--- src/core/flash_host_regs.svh ---
// Register offsets, command codes, status bits and timing for the flash host controller.
`ifndef FLASH_HOST_REGS_SVH
`define FLASH_HOST_REGS_SVH
`define REG_CTRL 8'h00
`define REG_ADDR 8'h04
`define REG_WDATA 8'h08
`define REG_STAT 8'h0C
`define REG_RDATA 8'h10
`define CTRL_GO_BIT 8
`define STAT_BUSY_BIT 8
`define STAT_SUSP_BIT 9
`define STAT_REFUSED_BIT 10
`define STAT_ERASING_BIT 11
`define CMD_READ_ARRAY 8'hFF
`define CMD_READ_STATUS 8'h70
`define CMD_CLEAR_STATUS 8'h50
`define CMD_ERASE_SETUP 8'h20
`define CMD_CONFIRM 8'hD0
`define CMD_SUSPEND 8'hB0
`define CMD_PROGRAM_SETUP 8'h40
`define SR_READY 7
`define SR_SUSPENDED 6
`define SR_ERASE_FAIL 5
`define SR_PROGRAM_FAIL 4
`define SR_VOLTAGE_LOW 3
`define SR_USED_MASK 8'hF8
`define CLK_PERIOD_NS 10
`define T_SETUP_NS 20
`define T_PULSE_NS 60
`define T_HOLD_NS 20
`define T_RESET_NS 1000
`define SETUP_CYC ((`T_SETUP_NS + `CLK_PERIOD_NS - 1) / `CLK_PERIOD_NS)
`define PULSE_CYC ((`T_PULSE_NS + `CLK_PERIOD_NS - 1) / `CLK_PERIOD_NS)
`define HOLD_CYC ((`T_HOLD_NS + `CLK_PERIOD_NS - 1) / `CLK_PERIOD_NS)
`define RESET_CYC ((`T_RESET_NS + `CLK_PERIOD_NS - 1) / `CLK_PERIOD_NS)
`endif

--- src/core/flash_host_pkg.sv ---
// Types shared by the flash host controller and its bus cycle engine.
`default_nettype none
package flash_host_pkg;
	typedef enum logic [2:0] {
		OP_READ_ARRAY = 3'b000,
		OP_READ_STATUS = 3'b001,
		OP_CLEAR = 3'b010,
		OP_ERASE = 3'b011,
		OP_SUSPEND = 3'b100,
		OP_RESUME = 3'b101,
		OP_PROGRAM = 3'b110,
		OP_RESET = 3'b111
	} op_t;
	typedef enum logic [2:0] {
		S_IDLE = 3'b000,
		S_CMD1 = 3'b001,
		S_CMD2 = 3'b010,
		S_READ = 3'b011,
		S_POLL = 3'b100,
		S_CLEAR = 3'b101,
		S_RESET = 3'b110
	} state_t;
	typedef enum logic [1:0] {
		P_IDLE = 2'b00,
		P_SETUP = 2'b01,
		P_PULSE = 2'b10,
		P_HOLD = 2'b11
	} phase_t;
endpackage
`default_nettype wire

--- src/core/flash_bus_cycle.sv ---
// One asynchronous write or read cycle on the flash pins.
`include "flash_host_regs.svh"
`default_nettype none
module flash_bus_cycle #(
	parameter int AW = 17
) (
	input wire logic clk_i,
	input wire logic rst_i,
	input wire logic start_i,
	input wire logic write_i,
	input wire logic [AW-1:0] addr_i,
	input wire logic [7:0] data_i,
	output logic busy_o,
	output logic done_o,
	output logic [7:0] rdata_o,
	output logic [AW-1:0] addr_o,
	output logic [7:0] dq_o,
	output logic dq_oe_o,
	input wire logic [7:0] dq_i,
	output logic ce_n_o,
	output logic we_n_o,
	output logic oe_n_o
);
	import flash_host_pkg::*;
	phase_t phase_reg;
	logic [3:0] cnt_reg;
	logic write_reg;
	wire cnt_zero = (cnt_reg == 4'h0);
	assign busy_o = (phase_reg != P_IDLE);
	always_ff @(posedge clk_i) begin
		if (rst_i) begin
			phase_reg <= P_IDLE;
			cnt_reg <= 4'h0;
			write_reg <= 1'b0;
			done_o <= 1'b0;
			rdata_o <= 8'h00;
			addr_o <= '0;
			dq_o <= 8'h00;
			dq_oe_o <= 1'b0;
			ce_n_o <= 1'b1;
			we_n_o <= 1'b1;
			oe_n_o <= 1'b1;
		end else begin
			done_o <= 1'b0;
			cnt_reg <= cnt_reg - 4'h1;
			case (phase_reg)
				P_IDLE: begin
					if (start_i) begin
						phase_reg <= P_SETUP;
						cnt_reg <= 4'(`SETUP_CYC - 1);
						write_reg <= write_i;
						addr_o <= addr_i;
						dq_o <= data_i;
						dq_oe_o <= write_i;
						ce_n_o <= 1'b0;
					end
				end
				P_SETUP: begin
					if (cnt_zero) begin
						phase_reg <= P_PULSE;
						cnt_reg <= 4'(`PULSE_CYC - 1);
						we_n_o <= ~write_reg;
						oe_n_o <= write_reg;
					end
				end
				P_PULSE: begin
					if (cnt_zero) begin
						// The device latches address and data on the rising write strobe.
						phase_reg <= P_HOLD;
						cnt_reg <= 4'(`HOLD_CYC - 1);
						we_n_o <= 1'b1;
						oe_n_o <= 1'b1;
						if (!write_reg) begin
							rdata_o <= dq_i;
						end
					end
				end
				P_HOLD: begin
					if (cnt_zero) begin
						phase_reg <= P_IDLE;
						ce_n_o <= 1'b1;
						dq_oe_o <= 1'b0;
						done_o <= 1'b1;
					end
				end
				default: begin
					phase_reg <= P_IDLE;
				end
			endcase
		end
	end
endmodule
`default_nettype wire

--- src/core/flash_host.sv ---
// Wishbone-controlled host that drives a byte-wide flash through its command port.
// How it works
// - While suspended, read only other blocks.
// - Host clears status after low-supply indication.
// - Program is setup write, then address/data write.
// - Host checks program failure, clears if set.
// - Erase is setup then confirm in block.
`include "flash_host_regs.svh"
`default_nettype none
module flash_host #(
	parameter int AW = 17,
	parameter int BLK_LSB = 12
) (
	input wire logic clk_i,
	input wire logic rst_i,
	input wire logic [7:0] wb_adr_i,
	input wire logic [31:0] wb_dat_i,
	output logic [31:0] wb_dat_o,
	input wire logic [3:0] wb_sel_i,
	input wire logic wb_we_i,
	input wire logic wb_cyc_i,
	input wire logic wb_stb_i,
	output logic wb_ack_o,
	output logic [AW-1:0] flash_addr_o,
	output logic [7:0] flash_dq_o,
	output logic flash_dq_oe_o,
	input wire logic [7:0] flash_dq_i,
	output logic flash_ce_n_o,
	output logic flash_we_n_o,
	output logic flash_oe_n_o,
	output logic reset_powerdown_n_o
);
	import flash_host_pkg::*;
	state_t state_reg, state_next;
	op_t op_reg;
	logic [AW-1:0] addr_reg, susp_addr_reg;
	logic [7:0] wdata_reg, result_reg, status_reg;
	logic suspended_reg, erasing_reg, refused_reg, launched_reg, eng_start_reg, susp_pend_reg;
	logic [7:0] rst_cnt_reg;
	logic eng_busy, eng_done;
	logic [7:0] eng_rdata;

	// Register access decode.
	wire wb_access = wb_cyc_i && wb_stb_i && !wb_ack_o;
	wire wb_write = wb_access && wb_we_i;
	wire wr_ctrl = wb_write && (wb_adr_i == `REG_CTRL) && wb_sel_i[1];
	wire wr_addr = wb_write && (wb_adr_i == `REG_ADDR);
	wire wr_wdata = wb_write && (wb_adr_i == `REG_WDATA) && wb_sel_i[0];
	wire op_t op_w = op_t'(wb_dat_i[2:0]);
	wire go = wr_ctrl && wb_dat_i[`CTRL_GO_BIT];
	wire same_block = (addr_reg[AW-1:BLK_LSB] == susp_addr_reg[AW-1:BLK_LSB]);
	// A read of the block whose erase is paused would return garbage, so it is refused.
	wire guard_hit = suspended_reg && (op_w == OP_READ_ARRAY) && same_block;
	wire busy = (state_reg != S_IDLE);
	// An erase keeps the host busy until it ends, so a suspend is taken early and sent while the erase runs.
	wire susp_take = go && (op_w == OP_SUSPEND) && (op_reg == OP_ERASE) &&
		(state_reg == S_CMD1 || state_reg == S_CMD2 || state_reg == S_POLL);
	wire go_ok = go && !guard_hit && (!busy || susp_take);
	wire [31:0] stat_word = {20'h00000, erasing_reg, refused_reg, suspended_reg, busy, status_reg};
	wire [31:0] rd_mux = (wb_adr_i == `REG_CTRL) ? {29'h0, op_reg} :
		(wb_adr_i == `REG_ADDR) ? {{(32-AW){1'b0}}, addr_reg} :
		(wb_adr_i == `REG_WDATA) ? {24'h000000, wdata_reg} :
		(wb_adr_i == `REG_STAT) ? stat_word :
		(wb_adr_i == `REG_RDATA) ? {24'h000000, result_reg} : 32'h00000000;

	// Bus cycle contents for each step.
	wire [7:0] sr_used = eng_rdata & `SR_USED_MASK;
	wire sr_ready = sr_used[`SR_READY];
	wire sr_fail = sr_used[`SR_ERASE_FAIL] || sr_used[`SR_PROGRAM_FAIL] || sr_used[`SR_VOLTAGE_LOW];
	wire poll_ok = (op_reg == OP_SUSPEND) ? sr_ready : sr_ready;
	wire susp_jump = (state_reg == S_POLL) && eng_done && susp_pend_reg;
	wire poll_fin = (state_reg == S_POLL) && eng_done && poll_ok && !susp_pend_reg;
	wire want_clear = sr_fail && (op_reg != OP_SUSPEND);
	wire [7:0] cmd1_code = (op_reg == OP_READ_ARRAY) ? `CMD_READ_ARRAY :
		(op_reg == OP_READ_STATUS) ? `CMD_READ_STATUS :
		(op_reg == OP_CLEAR) ? `CMD_CLEAR_STATUS :
		(op_reg == OP_ERASE) ? `CMD_ERASE_SETUP :
		(op_reg == OP_SUSPEND) ? `CMD_SUSPEND :
		(op_reg == OP_RESUME) ? `CMD_CONFIRM : `CMD_PROGRAM_SETUP;
	// Erase setup is always followed by confirm, so the improper-sequence error never arises.
	wire [7:0] cmd2_code = (op_reg == OP_PROGRAM) ? wdata_reg : `CMD_CONFIRM;
	wire [7:0] eng_data = (state_reg == S_CMD1) ? cmd1_code :
		(state_reg == S_CMD2) ? cmd2_code : `CMD_CLEAR_STATUS;
	wire eng_write = (state_reg == S_CMD1) || (state_reg == S_CMD2) || (state_reg == S_CLEAR);
	wire cycle_state = eng_write || (state_reg == S_READ) || (state_reg == S_POLL);

	always_comb begin
		state_next = state_reg;
		case (state_reg)
			S_IDLE: begin
				if (go_ok) begin
					state_next = (op_w == OP_RESET) ? S_RESET : S_CMD1;
				end
			end
			S_CMD1: begin
				if (eng_done) begin
					case (op_reg)
						OP_READ_ARRAY, OP_READ_STATUS: state_next = S_READ;
						OP_ERASE, OP_PROGRAM: state_next = S_CMD2;
						OP_SUSPEND, OP_RESUME: state_next = S_POLL;
						default: state_next = S_IDLE;
					endcase
				end
			end
			S_CMD2: begin
				if (eng_done) begin
					state_next = S_POLL;
				end
			end
			S_READ: begin
				if (eng_done) begin
					state_next = S_IDLE;
				end
			end
			S_POLL: begin
				if (susp_jump) begin
					state_next = S_CMD1;
				end else if (poll_fin) begin
					state_next = want_clear ? S_CLEAR : S_IDLE;
				end
			end
			S_CLEAR: begin
				if (eng_done) begin
					state_next = S_IDLE;
				end
			end
			S_RESET: begin
				if (rst_cnt_reg == 8'h00) begin
					state_next = S_IDLE;
				end
			end
			default: begin
				state_next = S_IDLE;
			end
		endcase
	end

	always_ff @(posedge clk_i) begin
		if (rst_i) begin
			state_reg <= S_IDLE;
			launched_reg <= 1'b0;
			eng_start_reg <= 1'b0;
			rst_cnt_reg <= 8'h00;
			reset_powerdown_n_o <= 1'b0;
		end else begin
			state_reg <= state_next;
			eng_start_reg <= cycle_state && !launched_reg && !eng_busy && !eng_start_reg;
			launched_reg <= eng_done ? 1'b0 : (launched_reg || eng_start_reg);
			rst_cnt_reg <= (state_reg == S_RESET) ? rst_cnt_reg - 8'h01 : 8'(`RESET_CYC - 1);
			reset_powerdown_n_o <= (state_next != S_RESET);
		end
	end

	always_ff @(posedge clk_i) begin
		if (rst_i) begin
			op_reg <= OP_READ_ARRAY;
			addr_reg <= '0;
			wdata_reg <= 8'h00;
			refused_reg <= 1'b0;
			susp_pend_reg <= 1'b0;
			wb_ack_o <= 1'b0;
			wb_dat_o <= 32'h00000000;
		end else begin
			wb_ack_o <= wb_access;
			wb_dat_o <= wb_access ? rd_mux : 32'h00000000;
			if (go) begin
				refused_reg <= !go_ok;
			end
			if (go_ok && !busy) begin
				op_reg <= op_w;
			end else if (susp_jump) begin
				op_reg <= OP_SUSPEND;
			end
			if (susp_jump) begin
				susp_pend_reg <= 1'b0;
			end else if (susp_take) begin
				susp_pend_reg <= 1'b1;
			end
			if (wr_addr && !busy) begin
				addr_reg <= wb_dat_i[AW-1:0];
			end
			if (wr_wdata && !busy) begin
				wdata_reg <= wb_dat_i[7:0];
			end
		end
	end

	always_ff @(posedge clk_i) begin
		if (rst_i) begin
			status_reg <= 8'h00;
			result_reg <= 8'h00;
			suspended_reg <= 1'b0;
			erasing_reg <= 1'b0;
			susp_addr_reg <= '0;
		end else begin
			if ((state_reg == S_READ || state_reg == S_POLL) && eng_done) begin
				status_reg <= (op_reg == OP_READ_ARRAY) ? status_reg : sr_used;
				result_reg <= eng_rdata;
			end
			if (state_reg == S_CMD2 && eng_done && op_reg == OP_ERASE) begin
				erasing_reg <= 1'b1;
				susp_addr_reg <= addr_reg;
			end
			if (poll_fin) begin
				suspended_reg <= (op_reg == OP_SUSPEND) && sr_used[`SR_SUSPENDED];
				erasing_reg <= (op_reg == OP_SUSPEND) && sr_used[`SR_SUSPENDED];
			end
			if (state_reg == S_RESET) begin
				suspended_reg <= 1'b0;
				erasing_reg <= 1'b0;
			end
		end
	end

	flash_bus_cycle #(.AW(AW)) u_cycle (
		.clk_i(clk_i),
		.rst_i(rst_i),
		.start_i(eng_start_reg),
		.write_i(eng_write),
		.addr_i(addr_reg),
		.data_i(eng_data),
		.busy_o(eng_busy),
		.done_o(eng_done),
		.rdata_o(eng_rdata),
		.addr_o(flash_addr_o),
		.dq_o(flash_dq_o),
		.dq_oe_o(flash_dq_oe_o),
		.dq_i(flash_dq_i),
		.ce_n_o(flash_ce_n_o),
		.we_n_o(flash_we_n_o),
		.oe_n_o(flash_oe_n_o)
	);
endmodule
`default_nettype wire

--- config.mk ---
export PLATFORM = sky130hd
export DESIGN_NAME = flash_host
export DESIGN_NICKNAME = d
export VERILOG_FILES = /design/src/core/flash_host_pkg.sv /design/src/core/flash_bus_cycle.sv /design/src/core/flash_host.sv
export VERILOG_INCLUDE_DIRS = /design/src /design/src/core
export SDC_FILE = /design/constraint.sdc
export NUM_CORES = 1
export LEC_CHECK = 0
export BUFFER_PORTS_ARGS = -buffer_cell sky130_fd_sc_hd__clkbuf_2
export CAP_MARGIN = 5
export CORE_ASPECT_RATIO = 0.6
export CORE_UTILIZATION = 40
export CTS_CLUSTER_DIAMETER = 30
export DETAILED_ROUTE_END_ITERATION = 12
export PLACE_DENSITY_LB_ADDON = 0.15
export SLEW_MARGIN = 30
export SYNTH_ARGS = -nofsm -noshare
export SYNTH_HDL_FRONTEND = slang
export SYNTH_SLANG_ARGS = --single-unit
--- constraint.sdc ---
create_clock -name clk_i -period 2.4 [get_ports clk_i]
set_input_delay 0.48 -clock clk_i [delete_from_list [all_inputs] [get_ports clk_i]]
set_output_delay 0.48 -clock clk_i [all_outputs]
set_load 0.005 [all_outputs]
==> results.toml, run 1 <==
[floorplanning]
area_enclosed_by_the_die_boundary_mm2 = 0.0143
fp.coreArea_mm2 = 0.0131
ioPinCount = 120
chipWidth_um = 154
die_height_um = 93.0
initial_utilization_pct = 42.1
rows = 32

[clock_network]
cts_max_level = 4
post_cts_resized = 0
clockBufferDepth = 2
clk-insertion-delay-late_ns = 0.41
cts_buffer_count = 17
clk_pin_slew_ns = 0.06
number_of_buffers_added_to_fix_hold_violations_after_cts = 0
cts_setup_buffers = 0
tritoncts = "built"
clock_sink_count = 127
cts_root_buffer = "sky130_fd_sc_hd__clkbuf_16"

[global_routing]
overflow = 0
grt_use_total_pct = 21.3
grt_pass1_vias = 4619
pin_count_of_the_biggest_net_entering_global_routing = 106
first_pass_grt_wire_length_mm = 23.4
antenna_violations_before_repair = 0

[power]
seqPwrFrac_pct = 39.6
leakage_nw = 2.65
p_int_mw = 4.25
max-vdd-ir-drop_mv = 0.390
power_frac_comb_pct = 12.3
net_sw_power_mw = 1.44
power_density_mw_per_mm2 = 837
clock_power_share_pct = 48.1
swShare_pct = 25.2

[layout]
post_layout_nonfiller_instances = 907
drive_above_1_share_pct = 21.2
nFillCells = 1241
antennaDiodeCount = 0
finalInstanceArea_mm2 = 0.00680
flow.area_growth_from_synthesis_pct = 23.1
layout.nets = 788

[synthesis]
yosys_register_bits = 127
synth_sequential_area_ratio_pct = 46.0
syn_inst = 633
post_synth_edffs = 0
ys_types = 62
synthFlopType = "sky130_fd_sc_hd__dfxtp_1"
yosys_warnings = 0
post_synth_instance_area_mm2 = 0.00552
synth_area_per_cell_um2 = 8.72
share_of_async_settable_or_async_resettable_flops_after_synthesis_pct = 0

[placed_design]
place.detailed.hpwl_mm = 10.6
dpl_worst_slack_ns = 0.105
detailed_place.area_mm2 = 0.00616
place.gp.congestion = 0.838
io_buffers = 87
dp.cells = 875

[job]
drv.max_cap_violation_count = 0

[detailed_routing]
drt_pre_antenna_iters = 5
drt-total-wl_mm = 14.3
route.vias.total = 4760
ant_nets = 0
routed_via_density = 5.25
drt-wirelength-per-cell_um = 15.8
detail_route.iter0.violations = 349
drc_errors = 0

[timing]
count_of_final_hold_check_violations = 0
final-setup-viol-count = 0
period_minus_slack_ns = 2.00
achievable-frequency_mhz = 501
timing.final.crit_share_pct = 83.2
smallest_hold_slack_ns = 0.295
finClkSkew_ns = 0.00724
rsz0062_at_grt = "no"
worst-slew-pin-transition_ns = 0.677
post-route-worst-setup-slack_ns = 0.402
final_max_slew_viol_count = 0
slew-limit-headroom_pct = 54.7
final.setup.tns_ns = 0

[setup_path]
cp_slowest_stage_delay_ns = 0.52
cp_data_required_time_ns = 2.68
crit_path_top_delay_cell = "sky130_fd_sc_hd__or3_1"
crit_path_max_fo = 17
critical_path_source_type = "flip-flop"
setup.worst_path.end_class = "flip-flop"
critical_path_class = "reg2reg"
timing.critical_path.max_delay_family = "simple AND/OR/NAND/NOR gates"
critical_path.n_buffers_inverters = 1
worst-endpoint-arrival_ns = 2.28
path_cells = "or3_1 -> nor4_2 -> buf_12 -> mux2i_1 -> nor2_1"

[outcome]
outcome = "finished clean"

[hold_path]
worstHoldPathType = "in2reg"
## metrics by stage
stage	power [mW]	util (%)
after floorplan	2.77	-
after global placement	2.96	46.9
after detailed placement	2.99	46.9
after CTS	5.75	51.8
after global routing	5.92	51.8
final	5.69	51.8
## cell usage in the layout (no fill, tap or decap), types with 10 or more instances in the layout
master / synthesis / final
sky130_fd_sc_hd__a211oi_1: 14 / 14
sky130_fd_sc_hd__a21oi_1: 61 / 61
sky130_fd_sc_hd__buf_4: 16 / 21
sky130_fd_sc_hd__clkbuf_16: 0 / 17
sky130_fd_sc_hd__clkbuf_2: 0 / 86
sky130_fd_sc_hd__conb_1: 1 / 15
sky130_fd_sc_hd__dfxtp_1: 127 / 127
sky130_fd_sc_hd__mux2i_1: 42 / 42
sky130_fd_sc_hd__nand2_1: 86 / 86
sky130_fd_sc_hd__nand3_1: 17 / 17
sky130_fd_sc_hd__nor2_1: 74 / 74
sky130_fd_sc_hd__nor3_1: 18 / 18
sky130_fd_sc_hd__xnor2_1: 10 / 10
## worst paths after layout
| path | from | end | slack (ns) | cells past startpoint |
|---|---|---|---|---|
| setup / recovery | state_reg[0] | addr_reg[4] | 0.40 | 5 |
| hold / removal | rst_i | result_reg[0] | 0.29 | 2 |
| setup reg to reg | state_reg[0] | addr_reg[4] | 0.40 | 5 |
| hold reg to reg | u_cycle.addr_o[15] | u_cycle.addr_o[15] | 0.45 | 2 |
## cell families (layout without fill, tap and decap cells)
logic type      after synthesis  after routing  share of synthesized area [%]
other cells                   1             15                         0.0679
xor+xnor                     14             14                           2.22
mux                          42             42                           7.61
buf+inv                      63            153                           5.57
simple gates                254            254                           22.1
compound gates              125            125                           14.8
flops                       127            127                           46.0
fa+ha+maj                     7              7                           1.59
## cell usage after synthesis, types with 5 or more instances
cell / n / share of area [%]
sky130_fd_sc_hd__nand3_1: 17 / 1.5
sky130_fd_sc_hd__nor2_1: 74 / 5.0
sky130_fd_sc_hd__clkbuf_1: 31 / 2.1
sky130_fd_sc_hd__inv_1: 9 / 0.61
sky130_fd_sc_hd__a211oi_1: 14 / 1.9
sky130_fd_sc_hd__nor3_1: 18 / 1.6
sky130_fd_sc_hd__nand2_1: 86 / 5.8
sky130_fd_sc_hd__and2_1: 9 / 1.0
sky130_fd_sc_hd__buf_4: 16 / 2.2
sky130_fd_sc_hd__ha_1: 7 / 1.6
sky130_fd_sc_hd__nand2b_1: 6 / 0.68
sky130_fd_sc_hd__a221oi_1: 5 / 0.79
sky130_fd_sc_hd__a21oi_1: 61 / 5.5
sky130_fd_sc_hd__mux2i_1: 42 / 7.6
sky130_fd_sc_hd__nor4_1: 7 / 0.79
sky130_fd_sc_hd__o21ai_1: 6 / 0.54
sky130_fd_sc_hd__dfxtp_1: 127 / 46
sky130_fd_sc_hd__xnor2_1: 10 / 1.6
sky130_fd_sc_hd__nor2b_1: 9 / 1.0
## area by class of cell
class / count / area, um2 / area share (%)
well taps: 170 / 213 / 3.13
clock inverters: 13 / 186 / 2.74
clock buffers: 19 / 453 / 6.66
repair buffers: 109 / 628 / 9.24
flip-flops and latches: 127 / 2540 / 37.4
multi-input cells: 457 / 2730 / 40.2
inverters: 12 / 45.0 / 0.662
## power groups by stage
| stage | Combinational [mW] | Clock (mW) | Sequential [mW] |
|---|---|---|---|
| 2_1_floorplan | 0.490 | 0 | 2.28 |
| 3_3_place_gp | 0.665 | 0 | 2.29 |
| 3_5_place_dp | 0.692 | 0 | 2.29 |
| 4_1_cts | 0.696 | 2.80 | 2.25 |
| 5_1_grt | 0.783 | 2.88 | 2.26 |
| 6_report | 0.700 | 2.74 | 2.25 |
## worst register-to-register path, stage by stage, from the launching register on
cell                      delay, ns
sky130_fd_sc_hd__dfxtp_1       0.43
sky130_fd_sc_hd__or3_1         0.52
sky130_fd_sc_hd__nor4_2        0.41
sky130_fd_sc_hd__buf_12        0.22
sky130_fd_sc_hd__mux2i_1       0.22
sky130_fd_sc_hd__nor2_1        0.06
## per-layer routing
metal  share of wire [%]  vias up  global-route usage [%]  wire [um]
met5                   0        -                       0          0
met4                0.41        0                    8.67         59
met3                 7.0        6                    4.31       1010
met2                  44      128                    32.3       6320
met1                  48     2267                    29.5       6950
li1                    -     2359                       -          -
Power figures use the tool's default switching activity.
==> inputs of run 2 (changes only) <==
- clock period: 2.4 -> 1.8 ns (I/O delays scaled with it)
==> run 2 against run 1 <==
  * Critical endpoint is now status_reg[5]
  * Fmax grew 12%
  * Core utilization increased by 2.6 points
  * Highest routed layer unchanged
  * Largest cell class unchanged
  * Clock skew grew 0.00076 ns
  * Critical path depth did not move
  * Setup slack worse by 0.38 ns
==> results.toml, run 2 (synthesized netlist as in run 1, its figures left out) <==
[hold_path]
worstHoldPathType = "in2reg"
min_delay_worst_endpoint = "result_reg[2]"
hold-path-cell-count = 2
hold_path.startpoint = "rst_i"

[clock_network]
clock_sink_count = 127
cts_root_buffer = "sky130_fd_sc_hd__clkbuf_16"
clockBufferDepth = 2
cts_max_level = 4
number_of_buffers_added_to_fix_hold_violations_after_cts = 0
clk_pin_slew_ns = 0.06
cts_buffer_count = 17
clk-insertion-delay-late_ns = 0.41
tritoncts = "built"

[global_routing]
first_pass_grt_wire_length_mm = 24.4
grt_pass1_vias = 4779
grt_use_total_pct = 22.1
pin_count_of_the_biggest_net_entering_global_routing = 106
overflow = 0
antenna_violations_before_repair = 0

[layout]
drive_above_1_share_pct = 25.2
flow.area_growth_from_synthesis_pct = 29.2
layout.cells.most_common = "sky130_fd_sc_hd__dfxtp_1"
antennaDiodeCount = 0
commonest_non_fill_non_tap_cells_in_the_layout = "sky130_fd_sc_hd__dfxtp_1 (127), sky130_fd_sc_hd__nand2_1 (86), sky130_fd_sc_hd__clkbuf_2 (86)"
layout.nets = 821

[setup_path]
worst-endpoint-arrival_ns = 2.06
crit_path_max_fo = 5
setup.worst_path.end_class = "flip-flop"
reg2reg_to = "status_reg[5]"
regToRegSetupSlack_ns = 0.02
critical_path_source_type = "flip-flop"
critical_path_class = "reg2reg"
worst_r2r_path_depth = 5
regToRegStartpoint = "state_reg[2]"
cp_data_required_time_ns = 2.08

[detailed_routing]
drt_pre_antenna_iters = 6
route.vias.total = 4992
routed_via_density = 5.31
drt-wirelength-per-cell_um = 16.2
ant_nets = 0
detail_route.iter0.violations = 338
drc_errors = 0
drt-total-wl_mm = 15.2

[floorplanning]
chipWidth_um = 154
rows = 32
ioPinCount = 120
area_enclosed_by_the_die_boundary_mm2 = 0.0143
fp.coreArea_mm2 = 0.0131
die_height_um = 93.0
initial_utilization_pct = 42.1

[timing]
rsz0062_at_grt = "yes"
period_minus_slack_ns = 1.78
slew-limit-headroom_pct = 51.4
timing.final.crit_share_pct = 98.8
final-setup-viol-count = 0
worst-slew-pin-transition_ns = 0.727
achievable-frequency_mhz = 562
finClkSkew_ns = 0.00799
final.setup.tns_ns = 0
final_max_slew_viol_count = 0
count_of_final_hold_check_violations = 0

[outcome]
outcome = "finished clean"

[power]
post-layout-total-power_mw = 7.87
max-vdd-ir-drop_mv = 0.579
leakage_nw = 2.84
power_density_mw_per_mm2 = 1100

[placed_design]
place.gp.congestion = 0.837
io_buffers = 87
place.detailed.hpwl_mm = 11.1

[job]
drv.max_cap_violation_count = 0
[run 2: worst max path at each step]
stage	to	start	slack (ns)	cells after the start
finish	status_reg[5]	state_reg[2]	0.02	5
global route	result_reg[1]	state_reg[2]	-0.06	5
CTS	addr_reg[1]	state_reg[2]	0.02	5
detailed placement	op_reg[1]	wb_adr_i[1]	-0.30	8
global placement	op_reg[0]	wb_adr_i[1]	-0.24	8
floorplan	reset_powerdown_n_o	wb_adr_i[4]	-0.05	5
[run 2: metal layers]
metal  track usage, %  wire length, um  share of wire (%)  vias to the layer above
li1                 -                -                  -                     2435
met1             31.5             7880                 52                     2398
met2             33.3             6520                 43                      142
met3             5.19              698                4.6                       17
met4             6.25              145               0.95                        0
met5                0                0                  0                        -
[run 2: timing repair]
action	4_1_cts	5_1_grt
endpoints found under the setup margin	1	43
resized for setup	1	8
buffers inserted	0	1
pin swaps	0	2
[run 2: report_power, final]
group / internal [mW] / switching (mW)
sequential: 2.92 / 0.0815
clock: 2.50 / 1.29
combinational: 0.457 / 0.626
total: 5.87 / 2.00
[run 2: through the flow]
stage | std cells | hold slack (ns) | utilization, % | instance area, um2 | worst slack [ns]
floorplan | 647 | 0.433 | - | 5580 | -0.0526
global placement | 907 | 0.444 | 48.9 | 6430 | -0.241
detailed placement | 907 | 0.449 | 48.9 | 6430 | -0.305
CTS | 939 | 0.160 | 53.9 | 7080 | 0.0197
global route | 940 | 0.170 | 54.3 | 7140 | -0.0645
finish | 940 | 0.166 | 54.3 | 7140 | 0.0212
[run 2: final cells by class]
| cell class | instances | area [um2] |
|---|---|---|
| inverter | 12 | 45.0 |
| tap | 170 | 213 |
| clock inverter | 13 | 210 |
| clock buffer | 19 | 443 |
| timing repair buffer | 142 | 905 |
| fill | 1229 | 6000 |
| sequential | 127 | 2540 |
| multi-input combinational | 457 | 2780 |
[run 2: critical path: stages, from the launching register on]
cell and delay [ns]:
sky130_fd_sc_hd__dfxtp_1 0.43, sky130_fd_sc_hd__or3b_1 0.40, sky130_fd_sc_hd__o21ai_1 0.22, sky130_fd_sc_hd__o311ai_2 0.31, sky130_fd_sc_hd__mux2i_1 0.23, sky130_fd_sc_hd__nor2_1 0.06
